$ cat src/hw/fpm_pkg.sv
package fpm_pkg;

   // ----------------------------------------------------------------
   // Display modes in menu order
   // ----------------------------------------------------------------
   typedef enum logic [3:0] {
      FPM_MODE_STATUS = 4'h0,
      FPM_MODE_TUNE   = 4'h1,
      FPM_MODE_DIAG   = 4'h2,
      FPM_MODE_ALARM  = 4'h3,
      FPM_MODE_PTABLE = 4'h4,
      FPM_MODE_BASIC  = 4'h5,
      FPM_MODE_GAIN   = 4'h6,
      FPM_MODE_EXT    = 4'h7,
      FPM_MODE_IO     = 4'h8,
      FPM_MODE_EXT2   = 4'h9,
      FPM_MODE_EXT3   = 4'hA,
      FPM_MODE_POS    = 4'hB
   } fpm_mode_e;

   // Control methods
   localparam logic [1:0] FPM_CTRL_PTABLE  = 2'h0;
   localparam logic [1:0] FPM_CTRL_PROGRAM = 2'h1;
   localparam logic [1:0] FPM_CTRL_OTHER   = 2'h2;

   // ----------------------------------------------------------------
   // Power-on sequence states (Gray along the path)
   // ----------------------------------------------------------------
   typedef enum logic [1:0] {
      FPM_PO_AXIS   = 2'b00,
      FPM_PO_SYMBOL = 2'b01,
      FPM_PO_RUN    = 2'b11
   } fpm_po_e;

   // Alarm views
   localparam logic [1:0] FPM_ALM_CURRENT = 2'h0;
   localparam logic [1:0] FPM_ALM_HISTORY = 2'h1;
   localparam logic [1:0] FPM_ALM_PARERR  = 2'h2;
   localparam logic [1:0] FPM_ALM_VIEWS   = 2'h3;

   // Timing
   localparam int unsigned FPM_CLK_HZ       = 20_000_000;
   localparam int unsigned FPM_SYMBOL_MS    = 2000;
   localparam int unsigned FPM_SYMBOL_CYC   = FPM_CLK_HZ / 1000 * FPM_SYMBOL_MS;
   localparam int unsigned FPM_AXIS_MS      = 2000;
   localparam int unsigned FPM_AXIS_CYC     = FPM_CLK_HZ / 1000 * FPM_AXIS_MS;
   localparam int unsigned FPM_DEBOUNCE_MS  = 10;
   localparam int unsigned FPM_DEBOUNCE_CYC = FPM_CLK_HZ / 1000 * FPM_DEBOUNCE_MS;

   // Reset values and display size
   localparam logic [4:0] FPM_ITEM_RST = 5'h00;
   localparam int unsigned FPM_DIGITS  = 5;
   localparam int unsigned FPM_SEGS    = 7;

endpackage

$ cat src/hw/fpm_debounce.sv
module fpm_debounce #(
   parameter int unsigned STABLE_CYC = 200000
) (
   input  wire logic clk_i,
   input  wire logic rstn_i,
   input  wire logic btn_i,
   output logic      press_o
);

   localparam int unsigned CW = $clog2(STABLE_CYC + 1);

   initial begin
      if (STABLE_CYC < 1) begin
         $error("STABLE_CYC must be at least 1");
      end
   end

   logic          s1_q;
   logic          s2_q;
   logic          lvl_q;
   logic          lvl_d;
   logic [CW-1:0] cnt_q;
   logic [CW-1:0] cnt_d;
   logic          press_q;
   logic          press_d;

   // Two-stage synchroniser; only s2_q is looked at
   always_ff @(posedge clk_i or negedge rstn_i) begin
      if (!rstn_i) begin
         s1_q <= 1'b0;
         s2_q <= 1'b0;
      end else begin
         s1_q <= btn_i;
         s2_q <= s1_q;
      end
   end

   always_comb begin
      lvl_d   = lvl_q;
      cnt_d   = '0;
      press_d = 1'b0;
      if (s2_q != lvl_q) begin
         cnt_d = cnt_q + CW'(1);
         if (cnt_q == CW'(STABLE_CYC - 1)) begin
            lvl_d   = s2_q;
            cnt_d   = '0;
            press_d = s2_q;
         end
      end
   end

   always_ff @(posedge clk_i or negedge rstn_i) begin
      if (!rstn_i) begin
         lvl_q   <= 1'b0;
         cnt_q   <= '0;
         press_q <= 1'b0;
      end else begin
         lvl_q   <= lvl_d;
         cnt_q   <= cnt_d;
         press_q <= press_d;
      end
   end

   assign press_o = press_q;

   one_pulse_a: assert property (@(posedge clk_i) disable iff (!rstn_i)
      press_o |=> !press_o) else $error("press pulse longer than one cycle");

endmodule

$ cat src/hw/fpm_menu.sv
// Notes on behaviour
// - Mode button steps twelve modes in order
// - Point table mode only under point table
// - Table or program method starts in status
// - Configured axis name shown first at power-on
// - Drive all five seven-segment digits
// - Up/down move to adjacent status item
// - Selected item shows its symbol
// - Set button switches symbol to value
// - Power-on: parameter item symbol 2 s, then value
// - Alarm mode offers three views
module fpm_menu #(
   parameter int unsigned ITEMS        = 12,
   parameter int unsigned SYMBOL_CYC   = fpm_pkg::FPM_SYMBOL_CYC,
   parameter int unsigned AXIS_CYC     = fpm_pkg::FPM_AXIS_CYC,
   parameter int unsigned DEBOUNCE_CYC = fpm_pkg::FPM_DEBOUNCE_CYC
) (
   input  wire logic        clk_i,
   input  wire logic        rstn_i,
   input  wire logic        btn_mode_i,
   input  wire logic        btn_up_i,
   input  wire logic        btn_down_i,
   input  wire logic        btn_set_i,
   input  wire logic [1:0]  ctrl_method_i,
   input  wire logic        axis_name_set_i,
   input  wire logic [4:0]  power_on_status_item_param_i,
   input  wire logic [34:0] axis_segs_i,
   input  wire logic [34:0] symbol_segs_i,
   input  wire logic [34:0] value_segs_i,
   input  wire logic [34:0] mode_segs_i,
   output logic [3:0]       mode_o,
   output logic [4:0]       item_o,
   output logic             show_value_o,
   output logic             show_axis_o,
   output logic [1:0]       alarm_view_o,
   output logic [34:0]      segs_o
);

   localparam int unsigned TW = $clog2((SYMBOL_CYC > AXIS_CYC ? SYMBOL_CYC : AXIS_CYC) + 1);

   initial begin
      if (ITEMS < 2 || ITEMS > 32) begin
         $error("ITEMS must lie in 2..32");
      end
      if (SYMBOL_CYC < 1 || AXIS_CYC < 1) begin
         $error("display times must be at least one cycle");
      end
   end

   // ----------------------------------------------------------------
   // Button conditioning
   // ----------------------------------------------------------------
   logic [3:0] raw;
   logic [3:0] press;
   assign raw = {btn_set_i, btn_down_i, btn_up_i, btn_mode_i};

   for (genvar g = 0; g < 4; g++) begin : g_btn
      fpm_debounce #(
         .STABLE_CYC (DEBOUNCE_CYC)
      ) u_db (
         .clk_i   (clk_i),
         .rstn_i  (rstn_i),
         .btn_i   (raw[g]),
         .press_o (press[g])
      );
   end

   logic p_mode;
   logic p_up;
   logic p_down;
   logic p_set;
   assign p_mode = press[0];
   assign p_up   = press[1];
   assign p_down = press[2];
   assign p_set  = press[3];

   // Control method and axis flag are static strap-like levels from off-chip
   logic [1:0] ctrl_s1_q;
   logic [1:0] ctrl_s2_q;
   logic       axis_s1_q;
   logic       axis_s2_q;
   logic [4:0] poi_s1_q;
   logic [4:0] poi_s2_q;

   always_ff @(posedge clk_i or negedge rstn_i) begin
      if (!rstn_i) begin
         ctrl_s1_q <= 2'h0;
         ctrl_s2_q <= 2'h0;
         axis_s1_q <= 1'b0;
         axis_s2_q <= 1'b0;
         poi_s1_q  <= 5'h00;
         poi_s2_q  <= 5'h00;
      end else begin
         ctrl_s1_q <= ctrl_method_i;
         ctrl_s2_q <= ctrl_s1_q;
         axis_s1_q <= axis_name_set_i;
         axis_s2_q <= axis_s1_q;
         poi_s1_q  <= power_on_status_item_param_i;
         poi_s2_q  <= poi_s1_q;
      end
   end

   logic ptable_on;
   assign ptable_on = (ctrl_s2_q == fpm_pkg::FPM_CTRL_PTABLE);

   // ----------------------------------------------------------------
   // Power-on sequence
   // ----------------------------------------------------------------
   // Two settle cycles let the synchronised straps become valid first
   fpm_pkg::fpm_po_e po_q;
   fpm_pkg::fpm_po_e po_d;
   logic [TW-1:0]    tmr_q;
   logic [TW-1:0]    tmr_d;
   logic [1:0]       settle_q;
   logic [1:0]       settle_d;

   always_comb begin
      po_d     = po_q;
      tmr_d    = tmr_q;
      settle_d = settle_q;
      if (settle_q != 2'h3) begin
         settle_d = settle_q + 2'h1;
         tmr_d    = '0;
         if (settle_q == 2'h2 && !axis_s2_q) begin
            po_d = fpm_pkg::FPM_PO_SYMBOL;
         end
      end else begin
         case (po_q)
            fpm_pkg::FPM_PO_AXIS: begin
               tmr_d = tmr_q + TW'(1);
               if (tmr_q == TW'(AXIS_CYC - 1)) begin
                  po_d  = fpm_pkg::FPM_PO_SYMBOL;
                  tmr_d = '0;
               end
            end
            fpm_pkg::FPM_PO_SYMBOL: begin
               tmr_d = tmr_q + TW'(1);
               if (tmr_q == TW'(SYMBOL_CYC - 1)) begin
                  po_d  = fpm_pkg::FPM_PO_RUN;
                  tmr_d = '0;
               end
            end
            fpm_pkg::FPM_PO_RUN: begin
               tmr_d = '0;
            end
            default: begin
               po_d = fpm_pkg::FPM_PO_RUN;
            end
         endcase
      end
   end

   always_ff @(posedge clk_i or negedge rstn_i) begin
      if (!rstn_i) begin
         po_q     <= fpm_pkg::FPM_PO_AXIS;
         tmr_q    <= '0;
         settle_q <= 2'h0;
      end else begin
         po_q     <= po_d;
         tmr_q    <= tmr_d;
         settle_q <= settle_d;
      end
   end

   logic booting;
   assign booting = (po_q != fpm_pkg::FPM_PO_RUN);

   // ----------------------------------------------------------------
   // Menu state
   // ----------------------------------------------------------------
   // Buttons are ignored until the power-on sequence is over
   fpm_pkg::fpm_mode_e mode_q;
   fpm_pkg::fpm_mode_e mode_d;
   logic [4:0]         item_q;
   logic [4:0]         item_d;
   logic               val_q;
   logic               val_d;
   logic [1:0]         alm_q;
   logic [1:0]         alm_d;

   always_comb begin
      mode_d = mode_q;
      item_d = item_q;
      val_d  = val_q;
      alm_d  = alm_q;
      if (settle_q == 2'h2) begin
         mode_d = fpm_pkg::FPM_MODE_STATUS;
         item_d = (32'(poi_s2_q) < ITEMS) ? poi_s2_q : fpm_pkg::FPM_ITEM_RST;
         val_d  = 1'b0;
      end else if (po_q == fpm_pkg::FPM_PO_SYMBOL && po_d == fpm_pkg::FPM_PO_RUN) begin
         val_d = 1'b1;
      end else if (!booting) begin
         if (p_mode) begin
            val_d = 1'b0;
            alm_d = fpm_pkg::FPM_ALM_CURRENT;
            case (mode_q)
               fpm_pkg::FPM_MODE_ALARM: begin
                  mode_d = ptable_on ? fpm_pkg::FPM_MODE_PTABLE
                                     : fpm_pkg::FPM_MODE_BASIC;
               end
               fpm_pkg::FPM_MODE_POS: begin
                  mode_d = fpm_pkg::FPM_MODE_STATUS;
               end
               default: begin
                  mode_d = fpm_pkg::fpm_mode_e'(mode_q + 4'h1);
               end
            endcase
         end else if (mode_q == fpm_pkg::FPM_MODE_STATUS) begin
            if (p_up) begin
               item_d = (item_q == 5'(ITEMS - 1)) ? 5'h00 : item_q + 5'h01;
               val_d  = 1'b0;
            end else if (p_down) begin
               item_d = (item_q == 5'h00) ? 5'(ITEMS - 1) : item_q - 5'h01;
               val_d  = 1'b0;
            end else if (p_set) begin
               val_d = 1'b1;
            end
         end else if (mode_q == fpm_pkg::FPM_MODE_ALARM) begin
            if (p_up) begin
               alm_d = (alm_q == fpm_pkg::FPM_ALM_PARERR) ? fpm_pkg::FPM_ALM_CURRENT
                                                          : alm_q + 2'h1;
            end else if (p_down) begin
               alm_d = (alm_q == fpm_pkg::FPM_ALM_CURRENT) ? fpm_pkg::FPM_ALM_PARERR
                                                           : alm_q - 2'h1;
            end
         end
      end
   end

   always_ff @(posedge clk_i or negedge rstn_i) begin
      if (!rstn_i) begin
         mode_q <= fpm_pkg::FPM_MODE_STATUS;
         item_q <= fpm_pkg::FPM_ITEM_RST;
         val_q  <= 1'b0;
         alm_q  <= fpm_pkg::FPM_ALM_CURRENT;
      end else begin
         mode_q <= mode_d;
         item_q <= item_d;
         val_q  <= val_d;
         alm_q  <= alm_d;
      end
   end

   // ----------------------------------------------------------------
   // Display selection
   // ----------------------------------------------------------------
   logic [34:0] segs_d;
   logic [34:0] segs_q;

   always_comb begin
      if (po_q == fpm_pkg::FPM_PO_AXIS) begin
         segs_d = (settle_q == 2'h3) ? axis_segs_i : '0;
      end else if (mode_q != fpm_pkg::FPM_MODE_STATUS) begin
         segs_d = mode_segs_i;
      end else if (val_q) begin
         segs_d = value_segs_i;
      end else begin
         segs_d = symbol_segs_i;
      end
   end

   always_ff @(posedge clk_i or negedge rstn_i) begin
      if (!rstn_i) begin
         segs_q <= '0;
      end else begin
         segs_q <= segs_d;
      end
   end

   assign segs_o       = segs_q;
   assign mode_o       = mode_q;
   assign item_o       = item_q;
   assign show_value_o = val_q;
   assign show_axis_o  = (po_q == fpm_pkg::FPM_PO_AXIS) && (settle_q == 2'h3);
   assign alarm_view_o = alm_q;

   // ----------------------------------------------------------------
   // Checks
   // ----------------------------------------------------------------
   mode_step_a: assert property (@(posedge clk_i) disable iff (!rstn_i)
      (!booting && p_mode && mode_q == fpm_pkg::FPM_MODE_TUNE)
      |=> mode_q == fpm_pkg::FPM_MODE_DIAG) else $error("mode did not step");
   ptable_skip_a: assert property (@(posedge clk_i) disable iff (!rstn_i)
      (!ptable_on && $changed(ctrl_s2_q) == 1'b0 && $changed(mode_q))
      |-> mode_q != fpm_pkg::FPM_MODE_PTABLE) else $error("point table mode shown");
   start_status_a: assert property (@(posedge clk_i) disable iff (!rstn_i)
      booting |-> mode_q == fpm_pkg::FPM_MODE_STATUS) else $error("not in status at boot");
   axis_first_a: assert property (@(posedge clk_i) disable iff (!rstn_i)
      (settle_q == 2'h2 && axis_s2_q) |=> show_axis_o ##1 (segs_q == $past(axis_segs_i)))
      else $error("axis name not first");
   segs_drive_a: assert property (@(posedge clk_i) disable iff (!rstn_i)
      (!booting && val_q && mode_q == fpm_pkg::FPM_MODE_STATUS)
      |=> segs_q == $past(value_segs_i)) else $error("value not displayed");
   item_up_a: assert property (@(posedge clk_i) disable iff (!rstn_i)
      (!booting && p_up && !p_mode && mode_q == fpm_pkg::FPM_MODE_STATUS
       && item_q < 5'(ITEMS - 1)) |=> item_q == $past(item_q) + 5'h01) else $error("up failed");
   symbol_sel_a: assert property (@(posedge clk_i) disable iff (!rstn_i)
      (!booting && (p_up || p_down) && !p_mode && mode_q == fpm_pkg::FPM_MODE_STATUS)
      |=> !val_q) else $error("symbol not shown");
   set_value_a: assert property (@(posedge clk_i) disable iff (!rstn_i)
      (!booting && p_set && !p_up && !p_down && !p_mode && mode_q == fpm_pkg::FPM_MODE_STATUS)
      |=> val_q) else $error("set ignored");
   boot_value_a: assert property (@(posedge clk_i) disable iff (!rstn_i)
      (po_q == fpm_pkg::FPM_PO_SYMBOL && tmr_q == TW'(SYMBOL_CYC - 1))
      |=> val_q && !booting) else $error("boot value missing");
   alarm_view_a: assert property (@(posedge clk_i) disable iff (!rstn_i)
      alm_q != fpm_pkg::FPM_ALM_VIEWS) else $error("bad alarm view");
   wrap_a: assert property (@(posedge clk_i) disable iff (!rstn_i)
      (!booting && p_mode && mode_q == fpm_pkg::FPM_MODE_POS)
      |=> mode_q == fpm_pkg::FPM_MODE_STATUS) else $error("no wrap");

   boot_done_c: cover property (@(posedge clk_i) disable iff (!rstn_i) $fell(booting));
   wrap_c: cover property (@(posedge clk_i) disable iff (!rstn_i)
      !booting && p_mode && mode_q == fpm_pkg::FPM_MODE_POS);
   ptable_c: cover property (@(posedge clk_i) disable iff (!rstn_i)
      mode_q == fpm_pkg::FPM_MODE_PTABLE);
   set_c: cover property (@(posedge clk_i) disable iff (!rstn_i) $rose(val_q) && !booting);

endmodule

$ cat config.mk
export PLATFORM = sky130hd
export DESIGN_NAME = fpm_menu
export DESIGN_NICKNAME = d
export VERILOG_FILES = /design/src/hw/fpm_pkg.sv /design/src/hw/fpm_debounce.sv /design/src/hw/fpm_menu.sv
export SDC_FILE = /design/constraint.sdc
export NUM_CORES = 1
export LEC_CHECK = 0
export BUFFER_PORTS_ARGS = -buffer_cell sky130_fd_sc_hd__clkbuf_2
export CAP_MARGIN = 25
export CORE_ASPECT_RATIO = 1.1
export CORE_MARGIN = 2
export CORE_UTILIZATION = 49
export DETAILED_ROUTE_END_ITERATION = 12
export GPL_TIMING_DRIVEN = 0
export PLACE_DENSITY = 0.79
export SYNTH_ARGS = -nofsm -noshare
export SYNTH_HDL_FRONTEND = slang
export SYNTH_SLANG_ARGS = --single-unit
$ cat constraint.sdc
create_clock -name clk_i -period 2.2 [get_ports clk_i]
set_input_delay 0.44 -clock clk_i [delete_from_list [all_inputs] [get_ports clk_i]]
set_output_delay 0.44 -clock clk_i [all_outputs]
set_load 0.005 [all_outputs]
==> results of run 1 <==
## power breakdown
group / internal, mW / total [mW] / switching [mW]
combinational: 0.221 / 0.492 / 0.270
sequential: 3.42 / 3.47 / 0.0469
clock: 1.82 / 3.17 / 1.35
total: 5.46 / 7.13 / 1.67
## worst register-to-register path, cell delays in order (launching register included)
cell and delay, ns:
dfrtp_1 0.36, clkbuf_1 0.24, nor2_1 0.72, clkbuf_1 0.44, o21ai_0 0.23
## metal layers
metal	track usage, %	up-vias	wire [um]
li1	-	3682	-
met1	28.4	3585	8870
met2	39.4	282	10900
met3	5.36	44	1400
met4	8.44	0	597
met5	0	-	0
## placed cells by master, fill, tap and decap left out, types with 33 or more instances in the layout
master / netlist / routed
a21oi_1: 58 / 57
mux2i_1: 38 / 38
o21ai_0: 54 / 53
nand3_1: 46 / 46
xnor2_1: 37 / 37
dfrtp_1: 181 / 179
clkbuf_2: 0 / 206
nand2_1: 90 / 90
xor2_1: 33 / 33
nor2_1: 136 / 135
## registers in the layout (all words and copies together) (netlist names), 4 cells and up
name / cells
g_btn.u_db.cnt_q: 72
g_btn.u_db.lvl_q: 4
g_btn.u_db.press_o: 4
g_btn.u_db.s1_q: 4
g_btn.u_db.s2_q: 4
item_o: 5
mode_o: 4
poi_s1_q: 5
poi_s2_q: 5
segs_o: 35
tmr_q: 26
## kinds of logic (layout without fill, tap and decap cells)
kind of cell	after synthesis	after routing	share of synthesized area (%)
adder cells (fa/ha/maj)	14	14	1.96
AND/OR/NAND/NOR	390	390	21.3
XOR/XNOR	70	70	6.87
multiplexers	46	46	5.27
AO/OA/AOI/OAI	167	167	10.7
buffers and inverters	64	296	3.22
flip-flops	181	181	50.8
## path summary, 6_finish.rpt
kind,from,end,cells after the start
max,po_q[0]$_DFF_PN0_,segs_o[32]$_DFF_PN0_,4
min,rstn_i,g_btn[1].u_db.cnt_q[15]$_DFF_PN0_,1
max reg2reg,po_q[0]$_DFF_PN0_,segs_o[32]$_DFF_PN0_,4
min reg2reg,poi_s1_q[3]$_DFF_PN0_,poi_s2_q[3]$_DFF_PN0_,0
max in group asynchronous,rstn_i,tmr_q[15]$_DFFE_PN0P_,2
min in group clk_i,ctrl_method_i[0],ctrl_s1_q[0]$_DFF_PN0_,1
## cells in the mapped netlist (2+ instances only)
cell       instances
nor3b_1            4
o211ai_1           4
or4_4              2
nand2_1           90
or4_1              3
nor4b_1            5
nor3_1            18
inv_1             18
a22o_1             3
o21ai_0           54
a21o_1             4
nor4_1             8
nand4b_1           2
nand3b_1           2
and2_1             5
a211oi_1           2
a41oi_1            4
dfrtp_1          181
mux2_2             8
nand3_1           46
or3_1              2
nor2_1           136
nor2b_1            6
or2_2              3
buf_1              5
clkbuf_1          31
xnor2_1           37
buf_2              5
and4_1             8
and3_1            19
buf_6              4
xor2_1            33
a21oi_1           58
a31oi_1           31
nand4bb_1          2
mux2i_1           38
nand2b_1           5
nand4_1           18
a311oi_1           2
ha_1              14
## area by class of cell
cell class / count / share of cell area, %
flip-flops and latches: 181 / 41.5
multi-input cells: 687 / 37.8
clock buffers: 17 / 3.90
plain buffers: 41 / 1.91
inverters: 18 / 0.619
well taps: 238 / 2.73
repair buffers: 205 / 9.75
clock inverters: 15 / 1.75
## timing repair
item,4_1_cts,5_1_grt
setup buffers,3,0
resized for setup,7,12
setup endpoints to repair,33,46
pin swaps,2,1
cloned,0,0
==> reports/qor.yml, run 1 <==
run_status:
  status: "finished clean"
timing:
  drv_slew: 0
  hold_violations: 0
  tns_ns: 0
  post-route-min-period_ns: 2.14
  rsz0062_at_grt: "yes"
  min_period_over_period_pct: 97.3
  hold_ws_ns: 0.00273
  setup_viol: 0
  fin_ws_ns: 0.0599
  skew_ns: 0.00826
  tightest_slew_ns: 0.857
  slew_headroom_pct: 42.6
  fmax_mhz: 467
global_routing:
  grt_remaining_overflow: 0
  grt_use_total_pct: 23.0
  antenna_found_initial: 0
  grt_pass1_wl_um: 36000
  grt_max_degree: 110
  grt_pass1_vias: 7472
clocking:
  cts_max_level: 4
  cts_buffers: 17
  worstSkewPairLatency_ns: 0.43
  tritoncts: "yes"
  cts.sinks: 181
  cts_root_buf: "clkbuf_16"
  clk_pin_slew_ns: 0.07
  postCtsHoldBufs: 0
  clk_path_buf_depth: 2
pwr:
  power_density_mw_per_mm2: 653
  ir_drop_v: 0.000527
  total_power_mw: 7.13
  leakagePower_nw: 5.05
placed_design:
  port_buffers: 201
  placed_cells: 1372
  dp_hpwl_um: 15800
  preCtsSetupSlack_ns: -0.525
  place_area_mm2: 0.0103
  gp_congestion: 0.904
floorplan:
  fp.coreArea_mm2: 0.0178
  die_h_um: 146
  die-area_mm2: 0.0193
  initial_core_util_pct: 50.1
  num_rows: 51
  dieWidth_um: 133
  io-pin-count: 202
route:
  drc: 0
  first_pass_iters: 7
  ant_nets: 0
  wl_per_cell_um: 15.6
  totalWireLength_um: 21800
  drt-initial-drc-count: 575
  vias: 7593
  vias_per_cell: 5.42
synthesis:
  ys_types: 52
  yosys.area.top_type: "dfrtp_1"
  async_flop_share_pct: 100
  syn_inst: 932
  synth.avg_cell_area_um2: 9.57
  synth-seq-cells: 181
  ys.flop_type: "dfrtp_1"
  yosys-top-cells-area: "dfrtp_1 51%, nor2_1 5.7%, mux2i_1 4.3%, nand2_1 3.8%, xnor2_1 3.6%"
  yosysWarnings: 0
  synth_edf_count: 0
  netlist.area_leader.share_pct: 50.8
  netlist_area_mm2: 0.00892
  syn_nets: 1100
  ys_seq_area_share_pct: 50.8
worst_setup_path:
  cpMaxStageDelayCell: "nor2_1"
  path_common_cell: "clkbuf_1"
  cp-start-kind: "flip-flop"
  crit_fanout: 10
  critPathTopFamily: "simple AND/OR/NAND/NOR gates"
  cp-end-kind: "flip-flop"
  path_cells: "clkbuf_1, nor2_1, clkbuf_1, o21ai_0"
  critPathKind: "reg -> reg"
  slowest_delay_ns: 0.72
  cp.required_ns: 2.47
  cp.buffers_inverters: 2
  r2r_setup_slack_ns: 0.06
  arrival_ns: 2.41
run:
  cap_violations: 0
layout:
  area_growth_pct: 22.4
  fin_util_pct: 61.3
  final_cells: 1402
  postLayoutCellArea_mm2: 0.0109
  drive_above_1_share_pct: 23.8
  regArea_mm2: 0.00453
  multi_input_area_mm2: 0.00413
  fillers: 1501
  fin_nets: 1319
  n_antenna_cell: 0
hold_path:
  hold_class: "in -> async"
No activity file was read; power rests on OpenSTA's default activity.
==> run 2: changes to the inputs <==
==> constraint.sdc (replaced) <==
create_clock -name clk_i -period 2.2 [get_ports clk_i]
set_input_delay 0.55 -clock clk_i [delete_from_list [all_inputs] [get_ports clk_i]]
set_output_delay 0.55 -clock clk_i [all_outputs]
set_load 0.005 [all_outputs]
==> run 2 against run 1 <==
Maximum frequency fell by 0.31%. Hold slack improved by 0.11 ns. First-iteration DRC count fell by 2.1%. Total power barely moved. Via count rose by 0.50%. Routed wire length fell by 0.49%. Cell count fell by 0.14%. Cell area barely moved. Utilization fell by 0.056 points. Clock power barely moved. Clock skew barely moved. Combinational power barely moved. Critical path type unchanged.
==> reports/qor.yml, run 2 (synthesis gave the netlist of run 1 again) <==
timing:
  min_period_over_period_pct: 97.6  # +0.31 points
  rsz0062_at_grt: "yes"
  fmax_mhz: 466  # -0.31%
  tightest_slew_ns: 0.844  # -0.0134 ns
  fin_ws_ns: 0.0532  # -0.00673 ns
  skew_ns: 0.00843  # +0.000168 ns
  drv_slew: 0  # unchanged
  slew_headroom_pct: 43.7  # +1.1 points
  hold_violations: 0  # unchanged
  post-route-min-period_ns: 2.15  # +0.00673 ns
  hold_ws_ns: 0.115  # +0.112 ns
  setup_viol: 0  # unchanged
pwr:
  leakagePower_nw: 5.04  # -0.19%
  total_power_mw: 7.12  # about the same
  ir_drop_v: 0.000522  # -0.96%
  power_density_mw_per_mm2: 653  # about the same
  internal-power_mw: 5.46  # about the same
  p_clk_share_pct: 44.5  # about the same
  p_sw_share_pct: 23.3  # -0.024 points
  power_frac_comb_pct: 6.9  # about the same
  seq_power_share_pct: 48.7  # about the same
  p_sw_mw: 1.66  # -0.16%
hold_path:
  hold_class: "in -> async"
route:
  vias_per_cell: 5.45  # +0.64%
  totalWireLength_um: 21700  # -0.49%
  drc: 0  # unchanged
  drt-initial-drc-count: 563  # -2.1%
  vias: 7631  # +0.50%
  wl_per_cell_um: 15.5  # -0.35%
  first_pass_iters: 5  # -2
  ant_nets: 0  # unchanged
clocking:
  tritoncts: "yes"
  clk_path_buf_depth: 2  # unchanged
  cts_max_level: 4  # unchanged
  cts_root_buf: "clkbuf_16"
  postCtsHoldBufs: 0  # unchanged
  cts_buffers: 17  # unchanged
  cts.sinks: 181  # unchanged
  worstSkewPairLatency_ns: 0.43  # about the same
  clk_pin_slew_ns: 0.07  # about the same
worst_setup_path:
  crit_fanout: 10  # unchanged
  cp.required_ns: 2.51  # +0.04 ns
  arrival_ns: 2.46  # +0.05 ns
  critPathKind: "reg -> reg"
  cp-start-kind: "flip-flop"
  cp-end-kind: "flip-flop"
global_routing:
  grt_use_total_pct: 23.0  # -0.052 points
  antenna_found_initial: 0  # unchanged
  grt_pass1_wl_um: 36000  # -0.13%
  grt_remaining_overflow: 0  # unchanged
  grt_pass1_vias: 7479  # +0.094%
  grt_max_degree: 110  # unchanged
floorplan:
  die-area_mm2: 0.0193  # unchanged
  dieWidth_um: 133  # unchanged
  fp.coreArea_mm2: 0.0178  # unchanged
  io-pin-count: 202  # unchanged
  initial_core_util_pct: 50.1  # unchanged
  die_h_um: 146  # unchanged
  num_rows: 51  # unchanged
layout:
  fin_util_pct: 61.3  # about the same
  final_cell_mix: "205 x clkbuf_2, 179 x dfrtp_1, 135 x nor2_1, 90 x nand2_1, 57 x a21oi_1"
  fillers: 1504  # +0.20%
  fin_nets: 1317  # -0.15%
  top_register: "g_btn.u_db.cnt_q"
  final_common_cell: "clkbuf_2"
  largest_reg_flops: 72  # unchanged
  drive_above_1_share_pct: 23.8  # -0.045 points
  area_growth_pct: 22.3  # about the same
  n_antenna_cell: 0  # unchanged
run_status:
  status: "finished clean"
run:
  cap_violations: 0  # unchanged
placed_design:
  preCtsSetupSlack_ns: -0.635  # -0.110 ns
  gp_congestion: 0.904  # unchanged
  port_buffers: 201  # unchanged
  dp_hpwl_um: 15800  # unchanged
-- run 2: area by class of cell --
type | count | area (um^2) | area share (%)
Tap cell | 238 | 298 | 2.73
Inverter | 18 | 67.6 | 0.619
Clock buffer | 17 | 425 | 3.90
Sequential cell | 181 | 4530 | 41.5
Timing Repair Buffer | 204 | 1060 | 9.69
Buffer | 40 | 204 | 1.87
Clock inverter | 15 | 191 | 1.75
Multi-Input combinational cell | 687 | 4130 | 37.9
-- run 2: power by group through the flow --
stage          sequential [mW]  clock (mW)  combinational, mW
2_1_floorplan             3.53           0              0.167
3_3_place_gp              3.53           0              0.476
3_5_place_dp              3.53           0              0.492
4_1_cts                   3.47        3.24              0.499
5_1_grt                   3.47        3.39              0.554
6_report                  3.47        3.17              0.489
-- run 2: stage by stage --
stage / cell area (um^2) / std cells / TNS (ns)
after floorplan: 8920 / 932 / 0
after global placement: 10200 / 1371 / -486.80
after detailed placement: 10300 / 1372 / -5.49
after CTS: 10900 / 1403 / 0
after global routing: 10900 / 1400 / -0.0457
final: 10900 / 1400 / 0
-- run 2: layer usage --
layer / global-route usage (%) / wire, um / vias up
met2: 39.2 / 10800 / 293
li1: - / - / 3683
met1: 28.3 / 8860 / 3604
met4: 8.55 / 646 / 0
met3: 5.43 / 1430 / 51
met5: 0 / 0 / -
-- run 2: worst max-delay path: stages, from the launching register on --
cell and delay (ns):
dfrtp_2 0.44, or4_4 0.56, nor4_4 0.33, a21oi_2 0.11
clkbuf_1 0.26, mux2_2 0.33
-- run 2: path summary, 6_finish.rpt --
check | from | end | slack [ns] | depth (start not counted)
setup / recovery | tmr_q[15]$_DFFE_PN0P_ | tmr_q[0]$_DFFE_PN0P_ | 0.05 | 5
max in group asynchronous | rstn_i | tmr_q[18]$_DFFE_PN0P_ | 1.15 | 2
hold reg to reg | poi_s1_q[3]$_DFF_PN0_ | poi_s2_q[3]$_DFF_PN0_ | 0.35 | 0
hold / removal | rstn_i | g_btn[1].u_db.cnt_q[15]$_DFF_PN0_ | 0.11 | 1
setup reg to reg | tmr_q[15]$_DFFE_PN0P_ | tmr_q[0]$_DFFE_PN0P_ | 0.05 | 5
min in group clk_i | ctrl_method_i[0] | ctrl_s1_q[0]$_DFF_PN0_ | 0.23 | 1
-- run 2: what timing repair did --
| item | in CTS | in global routing |
|---|---|---|
| pin swaps | 2 | 1 |
| cloned | 0 | 0 |
| endpoints found under the setup margin | 33 | 49 |
| resized for setup | 7 | 12 |
| setup buffers | 2 | 0 |
